===== src/pledc_pkg.sv =====
// Constants, field layout and timing counts for the indicator LED control block.
// Overview of operation
// - Code 0000 shows link speed, unstretched.
// - Codes 0001-0011 show stretched transmit, receive, collision.
// - Code 0100 shows link, 0101 duplex, continuous.
// - Code 0111 shows stretched receive or transmit activity.
// - Codes 1000-1011 force on, off, fast, slow.
// - Code 1100: on with link, toggles on receive.
// - Code 1101: on with link, toggles on activity.
// - Code 1110: on when full duplex, toggles on collision.
// - Combined modes stretch regardless of global enable.
// - Hold field selects 30, 60, 100 ms.
// - Reset selects speed, link, receive, hold 00.
// - Codes 0110 and 1111 unused, LED off.
// - Global stretch enable bit, reset to one.
package pledc_pkg;

    // Management address of the configuration register.
    localparam logic [4:0] PLEDC_CFG_ADDR = 5'h14;
    // Reset value: A speed, B link, C receive, hold 00, stretch on.
    localparam logic [15:0] PLEDC_CFG_RESET = 16'h0422;
    // Field positions inside the configuration register.
    localparam int PLEDC_A_LSB = 12;
    localparam int PLEDC_B_LSB = 8;
    localparam int PLEDC_C_LSB = 4;
    localparam int PLEDC_HOLD_LSB = 2;
    localparam int PLEDC_STRETCH_BIT = 1;
    // Bit 0 has no function and always reads as zero.
    localparam logic [15:0] PLEDC_CFG_MASK = 16'hFFFE;

    // Source selection codes of one indicator.
    localparam logic [3:0] PLEDC_SEL_SPEED = 4'h0;
    localparam logic [3:0] PLEDC_SEL_TX = 4'h1;
    localparam logic [3:0] PLEDC_SEL_RX = 4'h2;
    localparam logic [3:0] PLEDC_SEL_COL = 4'h3;
    localparam logic [3:0] PLEDC_SEL_LINK = 4'h4;
    localparam logic [3:0] PLEDC_SEL_DUPLEX = 4'h5;
    localparam logic [3:0] PLEDC_SEL_ACT = 4'h7;
    localparam logic [3:0] PLEDC_SEL_ON = 4'h8;
    localparam logic [3:0] PLEDC_SEL_OFF = 4'h9;
    localparam logic [3:0] PLEDC_SEL_FAST = 4'hA;
    localparam logic [3:0] PLEDC_SEL_SLOW = 4'hB;
    localparam logic [3:0] PLEDC_SEL_LINK_RX = 4'hC;
    localparam logic [3:0] PLEDC_SEL_LINK_ACT = 4'hD;
    localparam logic [3:0] PLEDC_SEL_DUP_COL = 4'hE;

    // Hold time field codes.
    localparam logic [1:0] PLEDC_HOLD_30 = 2'h0;
    localparam logic [1:0] PLEDC_HOLD_60 = 2'h1;
    localparam logic [1:0] PLEDC_HOLD_100 = 2'h2;

    // Clock rate and the times in milliseconds.
    localparam int PLEDC_CLK_KHZ = 40000;
    localparam int PLEDC_HOLD_30_MS = 30;
    localparam int PLEDC_HOLD_60_MS = 60;
    localparam int PLEDC_HOLD_100_MS = 100;
    localparam int PLEDC_FAST_HALF_MS = 50;
    localparam int PLEDC_SLOW_HALF_MS = 250;
    // Width of every time counter; holds up to 16.7 million cycles.
    localparam int PLEDC_CNT_W = 24;
    // Derived cycle counts; all divide exactly at 40 MHz.
    localparam int PLEDC_HOLD_30_CYC = PLEDC_HOLD_30_MS * PLEDC_CLK_KHZ;
    localparam int PLEDC_HOLD_60_CYC = PLEDC_HOLD_60_MS * PLEDC_CLK_KHZ;
    localparam int PLEDC_HOLD_100_CYC = PLEDC_HOLD_100_MS * PLEDC_CLK_KHZ;
    localparam int PLEDC_FAST_HALF_CYC = PLEDC_FAST_HALF_MS * PLEDC_CLK_KHZ;
    localparam int PLEDC_SLOW_HALF_CYC = PLEDC_SLOW_HALF_MS * PLEDC_CLK_KHZ;

    // Index of each event stretcher.
    localparam int PLEDC_EV_TX = 0;
    localparam int PLEDC_EV_RX = 1;
    localparam int PLEDC_EV_COL = 2;
    localparam int PLEDC_EV_ACT = 3;
    localparam int PLEDC_EV_N = 4;

endpackage : pledc_pkg


===== src/pledc_top.sv =====
// Indicator LED source selection, event stretching and test blinking.
`timescale 1ns/1ps
module pledc_top
    import pledc_pkg::*;
#(
    parameter logic [PLEDC_CNT_W-1:0] HOLD_30_CYC = PLEDC_CNT_W'(PLEDC_HOLD_30_CYC),
    parameter logic [PLEDC_CNT_W-1:0] HOLD_60_CYC = PLEDC_CNT_W'(PLEDC_HOLD_60_CYC),
    parameter logic [PLEDC_CNT_W-1:0] HOLD_100_CYC = PLEDC_CNT_W'(PLEDC_HOLD_100_CYC),
    parameter logic [PLEDC_CNT_W-1:0] FAST_HALF_CYC = PLEDC_CNT_W'(PLEDC_FAST_HALF_CYC),
    parameter logic [PLEDC_CNT_W-1:0] SLOW_HALF_CYC = PLEDC_CNT_W'(PLEDC_SLOW_HALF_CYC)
)
(
    input wire logic clk_in,
    input wire logic rst_n_in,
    input wire logic [4:0] reg_addr_in,
    input wire logic reg_wr_in,
    input wire logic reg_rd_in,
    input wire logic [15:0] reg_wdata_in,
    output logic [15:0] reg_rdata_out,
    input wire logic link_up_in,
    input wire logic speed_100_in,
    input wire logic full_duplex_in,
    input wire logic tx_event_in,
    input wire logic rx_event_in,
    input wire logic col_event_in,
    output logic led_a_out,
    output logic led_b_out,
    output logic led_c_out
);

    // Configuration register and its read data latch.
    logic [15:0] cfg_q;
    logic [15:0] rdata_q;
    // Field views of the configuration register.
    wire [3:0] indicator_a_select = cfg_q[PLEDC_A_LSB +: 4];
    wire [3:0] indicator_b_select = cfg_q[PLEDC_B_LSB +: 4];
    wire [3:0] indicator_c_select = cfg_q[PLEDC_C_LSB +: 4];
    wire [1:0] event_hold_time_select = cfg_q[PLEDC_HOLD_LSB +: 2];
    wire stretch_en = cfg_q[PLEDC_STRETCH_BIT];
    // Address match for the one register that lives here.
    wire cfg_hit = (reg_addr_in == PLEDC_CFG_ADDR);

    // Writes take effect at once; reserved bit 0 is never stored.
    always_ff @(posedge clk_in or negedge rst_n_in)
    begin
        if (!rst_n_in)
        begin
            cfg_q <= PLEDC_CFG_RESET;
        end
        else if (reg_wr_in && cfg_hit)
        begin
            cfg_q <= reg_wdata_in & PLEDC_CFG_MASK;
        end
    end

    // Read data appears one cycle after the read strobe; other addresses read zero.
    wire [15:0] rdata_d = cfg_hit ? cfg_q : 16'h0000;
    always_ff @(posedge clk_in or negedge rst_n_in)
    begin
        if (!rst_n_in)
        begin
            rdata_q <= 16'h0000;
        end
        else if (reg_rd_in)
        begin
            rdata_q <= rdata_d;
        end
    end
    assign reg_rdata_out = rdata_q;

    // Hold length chosen by the field; the reserved code falls back to 30 ms,
    // since some finite, visible hold is safer than freezing the stretchers.
    wire [PLEDC_CNT_W-1:0] hold_cycles =
        (event_hold_time_select == PLEDC_HOLD_60) ? HOLD_60_CYC :
        (event_hold_time_select == PLEDC_HOLD_100) ? HOLD_100_CYC : HOLD_30_CYC;

    // Raw events in stretcher order; activity is either direction.
    wire [PLEDC_EV_N-1:0] raw_ev = {tx_event_in | rx_event_in, col_event_in,
                                    rx_event_in, tx_event_in};
    // Stretched view of each event, always computed.
    wire [PLEDC_EV_N-1:0] str_ev;
    // Per-stretcher down counters.
    logic [PLEDC_CNT_W-1:0] hold_cnt_q [PLEDC_EV_N];

    // One stretcher per event kind. An event reloads the counter so the
    // indication stays lit for the hold time after the last event.
    genvar gi;
    generate
        for (gi = 0; gi < PLEDC_EV_N; gi++)
        begin : g_str
            wire [PLEDC_CNT_W-1:0] cnt_d = raw_ev[gi] ? hold_cycles - 1'b1 :
                (hold_cnt_q[gi] != '0) ? hold_cnt_q[gi] - 1'b1 : hold_cnt_q[gi];
            always_ff @(posedge clk_in or negedge rst_n_in)
            begin
                if (!rst_n_in)
                begin
                    hold_cnt_q[gi] <= '0;
                end
                else
                begin
                    hold_cnt_q[gi] <= cnt_d;
                end
            end
            assign str_ev[gi] = raw_ev[gi] | (hold_cnt_q[gi] != '0);
        end
    endgenerate

    // Plain event modes follow the global enable; combined modes ignore it.
    wire [PLEDC_EV_N-1:0] shown_ev = stretch_en ? str_ev : raw_ev;

    // Free-running blink generators for the two test rates.
    logic [PLEDC_CNT_W-1:0] fast_cnt_q;
    logic [PLEDC_CNT_W-1:0] slow_cnt_q;
    logic fast_blink_q;
    logic slow_blink_q;
    wire fast_wrap = (fast_cnt_q == '0);
    wire slow_wrap = (slow_cnt_q == '0);

    // Each generator toggles once per half period.
    always_ff @(posedge clk_in or negedge rst_n_in)
    begin
        if (!rst_n_in)
        begin
            fast_cnt_q <= '0;
            slow_cnt_q <= '0;
            fast_blink_q <= 1'b0;
            slow_blink_q <= 1'b0;
        end
        else
        begin
            fast_cnt_q <= fast_wrap ? FAST_HALF_CYC - 1'b1 : fast_cnt_q - 1'b1;
            slow_cnt_q <= slow_wrap ? SLOW_HALF_CYC - 1'b1 : slow_cnt_q - 1'b1;
            fast_blink_q <= fast_wrap ? ~fast_blink_q : fast_blink_q;
            slow_blink_q <= slow_wrap ? ~slow_blink_q : slow_blink_q;
        end
    end

    // Maps one selection code onto an indicator level. Combined modes show
    // the primary level inverted while the secondary event is stretched.
    // Every level the function reads comes in as an argument, because a
    // continuous assignment only wakes up when its own operands change.
    function automatic logic led_level(input logic [3:0] sel,
                                       input logic [PLEDC_EV_N-1:0] ev,
                                       input logic [PLEDC_EV_N-1:0] forced,
                                       input logic spd,
                                       input logic lnk,
                                       input logic dpx,
                                       input logic fst,
                                       input logic slw);
        logic lvl;
        lvl = 1'b0;
        case (sel)
            PLEDC_SEL_SPEED: lvl = spd;
            PLEDC_SEL_TX: lvl = ev[PLEDC_EV_TX];
            PLEDC_SEL_RX: lvl = ev[PLEDC_EV_RX];
            PLEDC_SEL_COL: lvl = ev[PLEDC_EV_COL];
            PLEDC_SEL_LINK: lvl = lnk;
            PLEDC_SEL_DUPLEX: lvl = dpx;
            PLEDC_SEL_ACT: lvl = ev[PLEDC_EV_ACT];
            PLEDC_SEL_ON: lvl = 1'b1;
            PLEDC_SEL_OFF: lvl = 1'b0;
            PLEDC_SEL_FAST: lvl = fst;
            PLEDC_SEL_SLOW: lvl = slw;
            PLEDC_SEL_LINK_RX: lvl = lnk ^ forced[PLEDC_EV_RX];
            PLEDC_SEL_LINK_ACT: lvl = lnk ^ forced[PLEDC_EV_ACT];
            PLEDC_SEL_DUP_COL: lvl = dpx ^ forced[PLEDC_EV_COL];
            default: lvl = 1'b0; // Unused codes keep the indicator dark.
        endcase
        return lvl;
    endfunction : led_level

    // Next levels of the three indicators.
    wire led_a_d = led_level(indicator_a_select, shown_ev, str_ev, speed_100_in,
                             link_up_in, full_duplex_in, fast_blink_q, slow_blink_q);
    wire led_b_d = led_level(indicator_b_select, shown_ev, str_ev, speed_100_in,
                             link_up_in, full_duplex_in, fast_blink_q, slow_blink_q);
    wire led_c_d = led_level(indicator_c_select, shown_ev, str_ev, speed_100_in,
                             link_up_in, full_duplex_in, fast_blink_q, slow_blink_q);
    logic led_a_q;
    logic led_b_q;
    logic led_c_q;

    // Output flops keep the pins glitch free; they cost one cycle of latency.
    always_ff @(posedge clk_in or negedge rst_n_in)
    begin
        if (!rst_n_in)
        begin
            led_a_q <= 1'b0;
            led_b_q <= 1'b0;
            led_c_q <= 1'b0;
        end
        else
        begin
            led_a_q <= led_a_d;
            led_b_q <= led_b_d;
            led_c_q <= led_c_d;
        end
    end
    assign led_a_out = led_a_q;
    assign led_b_out = led_b_q;
    assign led_c_out = led_c_q;

    // Speed mode follows the speed input with one cycle of delay.
    AST_SPEED_A: assert property (@(posedge clk_in) disable iff (!rst_n_in)
        (indicator_a_select == PLEDC_SEL_SPEED) |=> (led_a_q == $past(speed_100_in)))
        else $error("Speed mode does not follow speed input.");

    // Link mode on indicator B follows the link input.
    AST_LINK_B: assert property (@(posedge clk_in) disable iff (!rst_n_in)
        (indicator_b_select == PLEDC_SEL_LINK) |=> (led_b_q == $past(link_up_in)))
        else $error("Link mode does not follow link input.");

    // A receive event keeps the stretched receive view lit for two more cycles.
    AST_RX_HOLD: assert property (@(posedge clk_in) disable iff (!rst_n_in)
        (rx_event_in && hold_cycles > 24'h000003) |=> str_ev[PLEDC_EV_RX] [*2])
        else $error("Receive event not stretched.");

    // An event loads its counter with the selected hold minus one.
    AST_HOLD_LOAD: assert property (@(posedge clk_in) disable iff (!rst_n_in)
        tx_event_in |=> (hold_cnt_q[PLEDC_EV_TX] == $past(hold_cycles) - 1'b1))
        else $error("Hold counter loaded with wrong length.");

    // With stretching off, the transmit mode shows the raw event only.
    AST_NO_STRETCH: assert property (@(posedge clk_in) disable iff (!rst_n_in)
        (!stretch_en && indicator_c_select == PLEDC_SEL_TX) |=> (led_c_q == $past(tx_event_in)))
        else $error("Transmit mode stretched while stretching is off.");

    // Combined link and receive stretches even with the global enable off.
    AST_COMBINED: assert property (@(posedge clk_in) disable iff (!rst_n_in)
        (!stretch_en && indicator_a_select == PLEDC_SEL_LINK_RX && rx_event_in)
        |=> (led_a_q == !$past(link_up_in)))
        else $error("Combined mode not driven by stretched receive.");

    // Duplex and collision mode inverts the duplex level during a collision.
    AST_DUP_COL: assert property (@(posedge clk_in) disable iff (!rst_n_in)
        (indicator_b_select == PLEDC_SEL_DUP_COL && col_event_in)
        |=> (led_b_q == !$past(full_duplex_in)))
        else $error("Collision does not toggle duplex indicator.");

    // Forced on mode lights the indicator.
    AST_FORCE: assert property (@(posedge clk_in) disable iff (!rst_n_in)
        (indicator_c_select == PLEDC_SEL_ON) |=> led_c_q)
        else $error("Forced on indicator is dark.");

    // Unused codes keep the indicator dark.
    AST_UNUSED: assert property (@(posedge clk_in) disable iff (!rst_n_in)
        (indicator_a_select == 4'h6 || indicator_a_select == 4'hF) |=> !led_a_q)
        else $error("Unused code lights the indicator.");

    // The fast blink toggles exactly when its counter wraps.
    AST_BLINK: assert property (@(posedge clk_in) disable iff (!rst_n_in)
        fast_wrap |=> (fast_blink_q != $past(fast_blink_q)))
        else $error("Fast blink did not toggle at wrap.");

    // Activity mode responds to either direction.
    AST_ACT: assert property (@(posedge clk_in) disable iff (!rst_n_in)
        (indicator_b_select == PLEDC_SEL_ACT && (tx_event_in || rx_event_in)) |=> led_b_q)
        else $error("Activity mode missed an event.");

    // Link and activity mode inverts link during activity.
    AST_LINK_ACT: assert property (@(posedge clk_in) disable iff (!rst_n_in)
        (indicator_c_select == PLEDC_SEL_LINK_ACT && tx_event_in)
        |=> (led_c_q == !$past(link_up_in)))
        else $error("Activity does not toggle link indicator.");

    // Link and receive on indicator B during receive.
    AST_LINK_RX: assert property (@(posedge clk_in) disable iff (!rst_n_in)
        (indicator_b_select == PLEDC_SEL_LINK_RX && rx_event_in)
        |=> (led_b_q == !$past(link_up_in)))
        else $error("Receive does not toggle link indicator.");

    // A read returns the stored configuration one cycle later.
    AST_READ: assert property (@(posedge clk_in) disable iff (!rst_n_in)
        (reg_rd_in && cfg_hit && !reg_wr_in) |=> (reg_rdata_out == $past(cfg_q)))
        else $error("Configuration read back wrong.");

    // Forced off mode keeps the indicator dark.
    AST_FORCE_OFF: assert property (@(posedge clk_in) disable iff (!rst_n_in)
        (indicator_c_select == PLEDC_SEL_OFF) |=> !led_c_q)
        else $error("Forced off indicator is lit.");

    // The slow blink toggles exactly when its counter wraps.
    AST_SLOW_BLINK: assert property (@(posedge clk_in) disable iff (!rst_n_in)
        slow_wrap |=> (slow_blink_q != $past(slow_blink_q)))
        else $error("Slow blink did not toggle at wrap.");

    // A write to the register lands in the next cycle, without bit 0.
    AST_WRITE: assert property (@(posedge clk_in) disable iff (!rst_n_in)
        (reg_wr_in && cfg_hit) |=> (cfg_q == ($past(reg_wdata_in) & PLEDC_CFG_MASK)))
        else $error("Configuration write did not land.");

    // The stretched view ends once its counter runs out with no new event.
    AST_HOLD_EXPIRE: assert property (@(posedge clk_in) disable iff (!rst_n_in)
        (!tx_event_in && hold_cnt_q[PLEDC_EV_TX] == 24'h000001) ##1 !tx_event_in
        |-> !str_ev[PLEDC_EV_TX])
        else $error("Stretched transmit view outlasts its hold.");

    // Duplex mode on indicator C follows the duplex input.
    AST_DUPLEX_C: assert property (@(posedge clk_in) disable iff (!rst_n_in)
        (indicator_c_select == PLEDC_SEL_DUPLEX) |=> (led_c_q == $past(full_duplex_in)))
        else $error("Duplex mode does not follow duplex input.");

    // With stretching on, a transmit event lights the transmit indicator.
    AST_TX_STRETCH: assert property (@(posedge clk_in) disable iff (!rst_n_in)
        (stretch_en && indicator_a_select == PLEDC_SEL_TX && tx_event_in) |=> led_a_q)
        else $error("Transmit event not shown.");

endmodule : pledc_top


===== config.mk =====
export PLATFORM = sky130hd
export DESIGN_NAME = pledc_top
export DESIGN_NICKNAME = d
export VERILOG_FILES = /design/src/pledc_pkg.sv /design/src/pledc_top.sv
export SDC_FILE = /design/constraint.sdc
export NUM_CORES = 1
export LEC_CHECK = 0
export ABC_AREA = 1
export BUFFER_PORTS_ARGS = -buffer_cell sky130_fd_sc_hd__buf_4
export CAP_MARGIN = 20
export CELL_PAD_IN_SITES_DETAIL_PLACEMENT = 1
export CELL_PAD_IN_SITES_GLOBAL_PLACEMENT = 2
export CORE_ASPECT_RATIO = 1.1
export CORE_UTILIZATION = 35
export CTS_BUF_LIST = sky130_fd_sc_hd__clkbuf_8 sky130_fd_sc_hd__clkbuf_16
export CTS_CLUSTER_DIAMETER = 100
export CTS_CLUSTER_SIZE = 25
export DETAILED_ROUTE_END_ITERATION = 8
export GPL_ROUTABILITY_DRIVEN = 0
export HOLD_SLACK_MARGIN = 0.12
export PLACE_DENSITY_LB_ADDON = 0.3
export SLEW_MARGIN = 0
export SYNTH_ARGS = -nofsm -noshare
export SYNTH_HDL_FRONTEND = slang
export SYNTH_SLANG_ARGS = --single-unit

===== constraint.sdc =====
create_clock -name clk_in -period 3.8 [get_ports clk_in]
set_clock_uncertainty 0.2 [all_clocks]
set_input_delay 0.38 -clock clk_in [delete_from_list [all_inputs] [get_ports clk_in]]
set_output_delay 0.38 -clock clk_in [all_outputs]
set_load 0.02 [all_outputs]

-- Yosys cells after proc, flatten, opt, wreduce, memory -nomap -nowiden
Index checks and enable logic that the tools add are counted.
- flip-flop bits (word level): 180
- bits of input ports: 31
- logic and storage cells: 100
- bitwise operators: 10
- reductions and logical operators: 14
- equality and inequality tests: 39
- $add $sub $neg: 7
- muxes and demuxes: 17
- operator list (cell ; number):
    $mux W24 ; 10
    $sub A24 B1 Y24 const B ; 6
    $reduce_bool A24 Y1 ; 4
    $eq A4 B4 Y1 const B ; 18
    $logic_not A24 Y1 ; 2
    $mux W22 ; 2
    $pmux W1 S13 ; 3
    $eq A4 B3 Y1 const B ; 9
    $eq A4 B2 Y1 const B ; 6
    $sub A22 B1 Y23 const B ; 1
    $mux W16 ; 1
    $eq A4 B1 Y1 const B ; 3
    $logic_not A4 Y1 ; 3
    $reduce_bool A2 Y1 ; 4
    $eq A5 B5 Y1 const B ; 1
    $or A1 B1 Y1 ; 5
    $mux W4 ; 1
    $xor A1 B1 Y1 ; 3
    $eq A2 B1 Y1 const B ; 1
    $eq A2 B2 Y1 const B ; 1
    $not A1 Y1 ; 2
    $logic_and A1 B1 Y1 ; 1

-- Depth between registers and ports, before layout
- depth after elaboration: 5
- gate-level depth with buffers: 12

-- Worst setup path after synthesis
No wires, ideal clock.
- path kind: flip-flop to flip-flop
- start: reg fast_cnt_q[0]
- end: reg fast_cnt_q[16]
- stages on the path, launching flop included: 11
- period minus slack after synthesis: 1814 ps
- required time: 3481 ps
- path slack: 1986 ps
- arrival: 1495 ps
- cell sequence: dfrtp_1 -> inv_1 -> ha_1 -> nand2_1 -> nor2_2 -> inv_1 -> nor2_1 -> nand3_1 -> nor2_1 -> o21ai_0 -> o21a_1
- word-level cells in the longest chain between the ends: 2
- elaborated cells between the ends (all ways): 3
- classes of those cells: add/sub (1); mux (1); reduce/logical (1)
- ends and longest elaborated chain (what ; RTL line ; source):
    start: declaration ; pledc_top.sv:112 ; logic [PLEDC_CNT_W-1:0] fast_cnt_q;
    start signal: assignment ; pledc_top.sv:131 ; fast_cnt_q <= fast_wrap ? FAST_HALF_CYC - 1'b1 : fast_cnt_q - 1'b1;
    $sub A24 B1 Y24 or $logic_not A24 Y1 (tied branches) ; pledc_top.sv:131, pledc_top.sv:116 ;
    $mux W24 * ; pledc_top.sv:131 ;
Every way passes the cells marked *; elsewhere a longest branch is shown, timed or not.
A chain may end at the register's enable or synchronous reset.

-- Worst setup path after layout
- start: in rx_event_in
- end: reg hold_cnt_q[20] (netlist name)
- word-level cells in the longest chain between the ends: 2
- elaborated cells between the ends (all ways): 3
- classes of those cells: mux (1); bitwise (1); reduce/logical (1)
- ends and longest elaborated chain (what ; RTL line ; source):
    start: declaration ; pledc_top.sv:24 ; input wire logic rx_event_in,
    $or A1 B1 Y1 * ; pledc_top.sv:78 ; wire [PLEDC_EV_N-1:0] raw_ev = {tx_event_in | rx_event_in, col_event_in,
    $mux W24 or $reduce_bool A2 Y1 (tied branches) ; n/a ;
    end signal: indexed assignment ; pledc_top.sv:101 ; hold_cnt_q[gi] <= cnt_d;
    end: declaration ; pledc_top.sv:83 ; logic [PLEDC_CNT_W-1:0] hold_cnt_q [PLEDC_EV_N];
Marks and branches as above.

==> impl_table.tex <==
\begin{tabular}{lr}
\hline
Metric & Value \\
\hline
\multicolumn{2}{l}{\textbf{Run status}} \\
Status & complete, no violations \\
\multicolumn{2}{l}{\textbf{Synth}} \\
Per-instance average area after synthesis & 7.74 µm² \\
Number of enable-type register cells in the synthesized netlist & 0 \\
Share of the synthesized area in the top cell type & 0.435 \\
Seq/Total Area, Yosys & 0.443 \\
Seq cells post-synth & 179 \\
Total nets after synthesis & 1351 \\
Async set-reset flop share out of synthesis & 1.00 \\
Predominant post-synthesis flop cell & sky130\_fd\_sc\_hd\_\_dfrtp\_1 \\
Total of warnings raised by yosys & 0 \\
Distinct cell type count after synthesis & 49 \\
Syn Inst Count & 1307 \\
Cell type contributing the most total cell area after synthesis & sky130\_fd\_sc\_hd\_\_dfrtp\_1 \\
Synth top cells by count & 255 x sky130\_fd\_sc\_hd\_\_nand2\_1, 215 x sky130\_fd\_sc\_hd\_\_nor2\_1, 176 x sky130\_fd\_sc\_hd\_\_dfrtp\_1 \\
Area of the mapped netlist & 10100 µm² \\
Most common cell in the synthesized netlist & sky130\_fd\_sc\_hd\_\_nand2\_1 \\
Cells taking the most area after synthesis & sky130\_fd\_sc\_hd\_\_dfrtp\_1 44\%, sky130\_fd\_sc\_hd\_\_nand2\_1 9.5\%, sky130\_fd\_sc\_hd\_\_nor2\_1 8.0\% \\
\multicolumn{2}{l}{\textbf{Floorplanning}} \\
Die Width & 164 µm \\
Area of the core region & 28100 µm² \\
Number of rows in the core area & 64 \\
Number of top-level pins & 50 \\
Die area & 29600 µm² \\
Initial core utilization & 0.360 \\
Height of the die & 180 µm \\
\multicolumn{2}{l}{\textbf{Route}} \\
Final ANT Viol Nets & 0 \\
Detailed-route wire length & 28.2 mm \\
Number of violations reported at the end of detailed-routing iteration 0 & 365 \\
Iteration count of the initial detailed-routing pass & 4 \\
Average via count per standard cell & 4.99 \\
Routed wire per std cell & 16.0 µm \\
DRC violation count after routing & 0 \\
Vias after detailed routing & 8760 \\
\multicolumn{2}{l}{\textbf{Power and ir drop}} \\
Share of total power in sequential cells & 0.465 \\
Power density over the cells & 431 nW/µm² \\
Switching component of the power & 1.66 mW \\
Leakage component of the power & 5.09 nW \\
Clock power frac & 0.340 \\
Internal power component & 3.36 mW \\
Overall power & 5.02 mW \\
Fraction of power consumed by combinational cells & 0.195 \\
Switching part of the total & 0.330 \\
Worst ir drop on vdd & 0.000313 V \\
\multicolumn{2}{l}{\textbf{Worst setup path}} \\
Data arrival time of the critical path & 2.76 ns \\
Max Fanout on Critical Path & 17 \\
Data required time of the critical path & 3.94 ns \\
Category of the worst setup path capture point & flip-flop \\
Type of the worst setup path & in -> reg \\
Startpoint types & input pin \\
\multicolumn{2}{l}{\textbf{Clock network}} \\
Post-CTS Resized & 0 \\
Number of sinks handled by clock tree synthesis & 179 \\
Buffer count from post-CTS setup fixing & 0 \\
Clock network latency to the later pin of the worst-skew pair & 0.44 ns \\
CTS H-tree lvls & 4 \\
Number of clock buffers inserted by TritonCTS & 17 \\
Clock tree from TritonCTS & done \\
Post-cts hold buffer count & 20 \\
Clock root buffer master & sky130\_fd\_sc\_hd\_\_clkbuf\_16 \\
Clock Tree Buf Depth & 2 \\
Worst-path clk slew & 0.07 ns \\
\multicolumn{2}{l}{\textbf{Final layout}} \\
Area added between synthesis and finish & 15.0\% \\
Fraction of final layout cells with drive strength greater than 1 & 0.111 \\
Layout net count & 1423 \\
Final instance count without filler cells & 1755 \\
Number of antenna cells inserted & 0 \\
Post-route standard cell area excluding fillers & 11600 µm² \\
Final core utilization & 0.414 \\
\multicolumn{2}{l}{\textbf{Timing}} \\
Highest clock rate & 0.381 GHz \\
Number of failing hold endpoints at the final stage & 0 \\
Time the worst path needs with I/O delays and setup & 2.63 ns \\
Worst hold slack & 0.150 ns \\
Crit path setup slack, layout & 1.17 ns \\
Final number of max-transition violations & 0 \\
Setup violators final & 0 \\
Post-Route Setup TNS & 0 ns \\
Crit share post-route & 0.691 \\
Remaining max-slew budget at the tightest pin & 0.341 \\
Worst-margin pin slew & 0.987 ns \\
Unrepaired setup endpoints after global routing & false \\
\multicolumn{2}{l}{\textbf{Placed design}} \\
Total half-perimeter wirelength after legalization and detailed placement & 21.0 mm \\
I/O Buffers & 47 \\
Worst setup timing slack at the placement stage & 1.24 ns \\
Post-Place Cells & 1703 \\
Post-Place Cell Area & 10900 µm² \\
\multicolumn{2}{l}{\textbf{Global route}} \\
Via count of the first global-routing pass & 9236 \\
Wire length of the first global-routing pass & 47.6 mm \\
Combined global-route utilization of all metal layers & 0.204 \\
Overall overflow remaining after global route & 0 \\
Pin count of the biggest net entering global routing & 107 \\
Initial antenna violation count & 0 \\
\multicolumn{2}{l}{\textbf{Worst hold path}} \\
Class of the tightest hold or removal check & in -> reg \\
\multicolumn{2}{l}{\textbf{Run}} \\
Count of maximum capacitance violations & 0 \\
\hline
\end{tabular}
## state kept, by name (all words and copies together), names as in the netlist
register	flops
slow_blink_q	1
fast_cnt_q	24
led_a_out	1
reg_rdata_out	15
hold_cnt_q	96
cfg_q	15
led_b_out	1
led_c_out	1
fast_blink_q	1
slow_cnt_q	24
## worst paths after layout
check / cells past startpoint / end / start / slack [ns]
max in group asynchronous: 3 / fast_cnt_q[14] / rst_n_in / 2.10
hold reg to reg: 1 / slow_cnt_q[0] / slow_cnt_q[0] / 0.24
min in group asynchronous: 2 / hold_cnt_q[71] / rst_n_in / 0.45
setup / recovery: 10 / hold_cnt_q[20] / rx_event_in / 1.17
hold / removal: 5 / led_a_out / full_duplex_in / 0.15
setup reg to reg: 9 / fast_cnt_q[14] / fast_cnt_q[0] / 1.55
## layer usage
metal | share of wire | global-route usage
met5 | 0 | 0
met4 | 0.0060 | 0.0389
met3 | 0.025 | 0.0313
met2 | 0.48 | 0.342
met1 | 0.49 | 0.277
## power by group through the flow
stage / logic, mW / clock network, mW / registers (mW)
after floorplan: 0.637 / 0 / 2.34
after global placement: 0.948 / 0 / 2.36
after detailed placement: 0.969 / 0 / 2.37
after CTS: 0.993 / 1.77 / 2.33
after global routing: 1.13 / 1.84 / 2.37
final: 0.979 / 1.71 / 2.33
## kinds of logic after synthesis
group	synth area share
compound gates	0.0848
xor+xnor	0.0675
fa+ha+maj	0.0161
buf+inv	0.0660
flops	0.443
mux	0.00111
other cells	0.000371
simple gates	0.321
## layout by cell type, fill, tap and decap left out, types with 20 or more instances in the layout
master                          instances
sky130_fd_sc_hd__nor3_1                42
sky130_fd_sc_hd__nor2_1               215
sky130_fd_sc_hd__buf_4                 49
sky130_fd_sc_hd__dfrtp_1              176
sky130_fd_sc_hd__o21ai_0               50
sky130_fd_sc_hd__xnor2_1               26
sky130_fd_sc_hd__inv_1                147
sky130_fd_sc_hd__nand4_1               27
sky130_fd_sc_hd__xor2_1                52
sky130_fd_sc_hd__nand3_1               99
sky130_fd_sc_hd__nor2_2                26
sky130_fd_sc_hd__nand2_1              255
sky130_fd_sc_hd__dlygate4sd3_1         20
sky130_fd_sc_hd__a21oi_1               48
## layout make-up
class / instances / area (µm²)
Multi-Input combinational cell: 957 / 4970
Timing Repair Buffer: 71 / 602
Clock buffer: 19 / 453
Tap cell: 363 / 454
Fill cell: 3433 / 16500
Inverter: 153 / 577
Sequential cell: 179 / 4480
Clock inverter: 13 / 103
## critical path, cell delays in order
cell and delay [ns]:
sky130_fd_sc_hd__dlygate4sd3_1 0.53, sky130_fd_sc_hd__buf_4 0.21, sky130_fd_sc_hd__inv_4 0.22, sky130_fd_sc_hd__nand2_4 0.19
sky130_fd_sc_hd__inv_2 0.31, sky130_fd_sc_hd__nand2_1 0.12, sky130_fd_sc_hd__nor2_2 0.54, sky130_fd_sc_hd__inv_1 0.10
sky130_fd_sc_hd__nand3_1 0.11, sky130_fd_sc_hd__inv_1 0.04
Power figures use the tool's default switching activity.
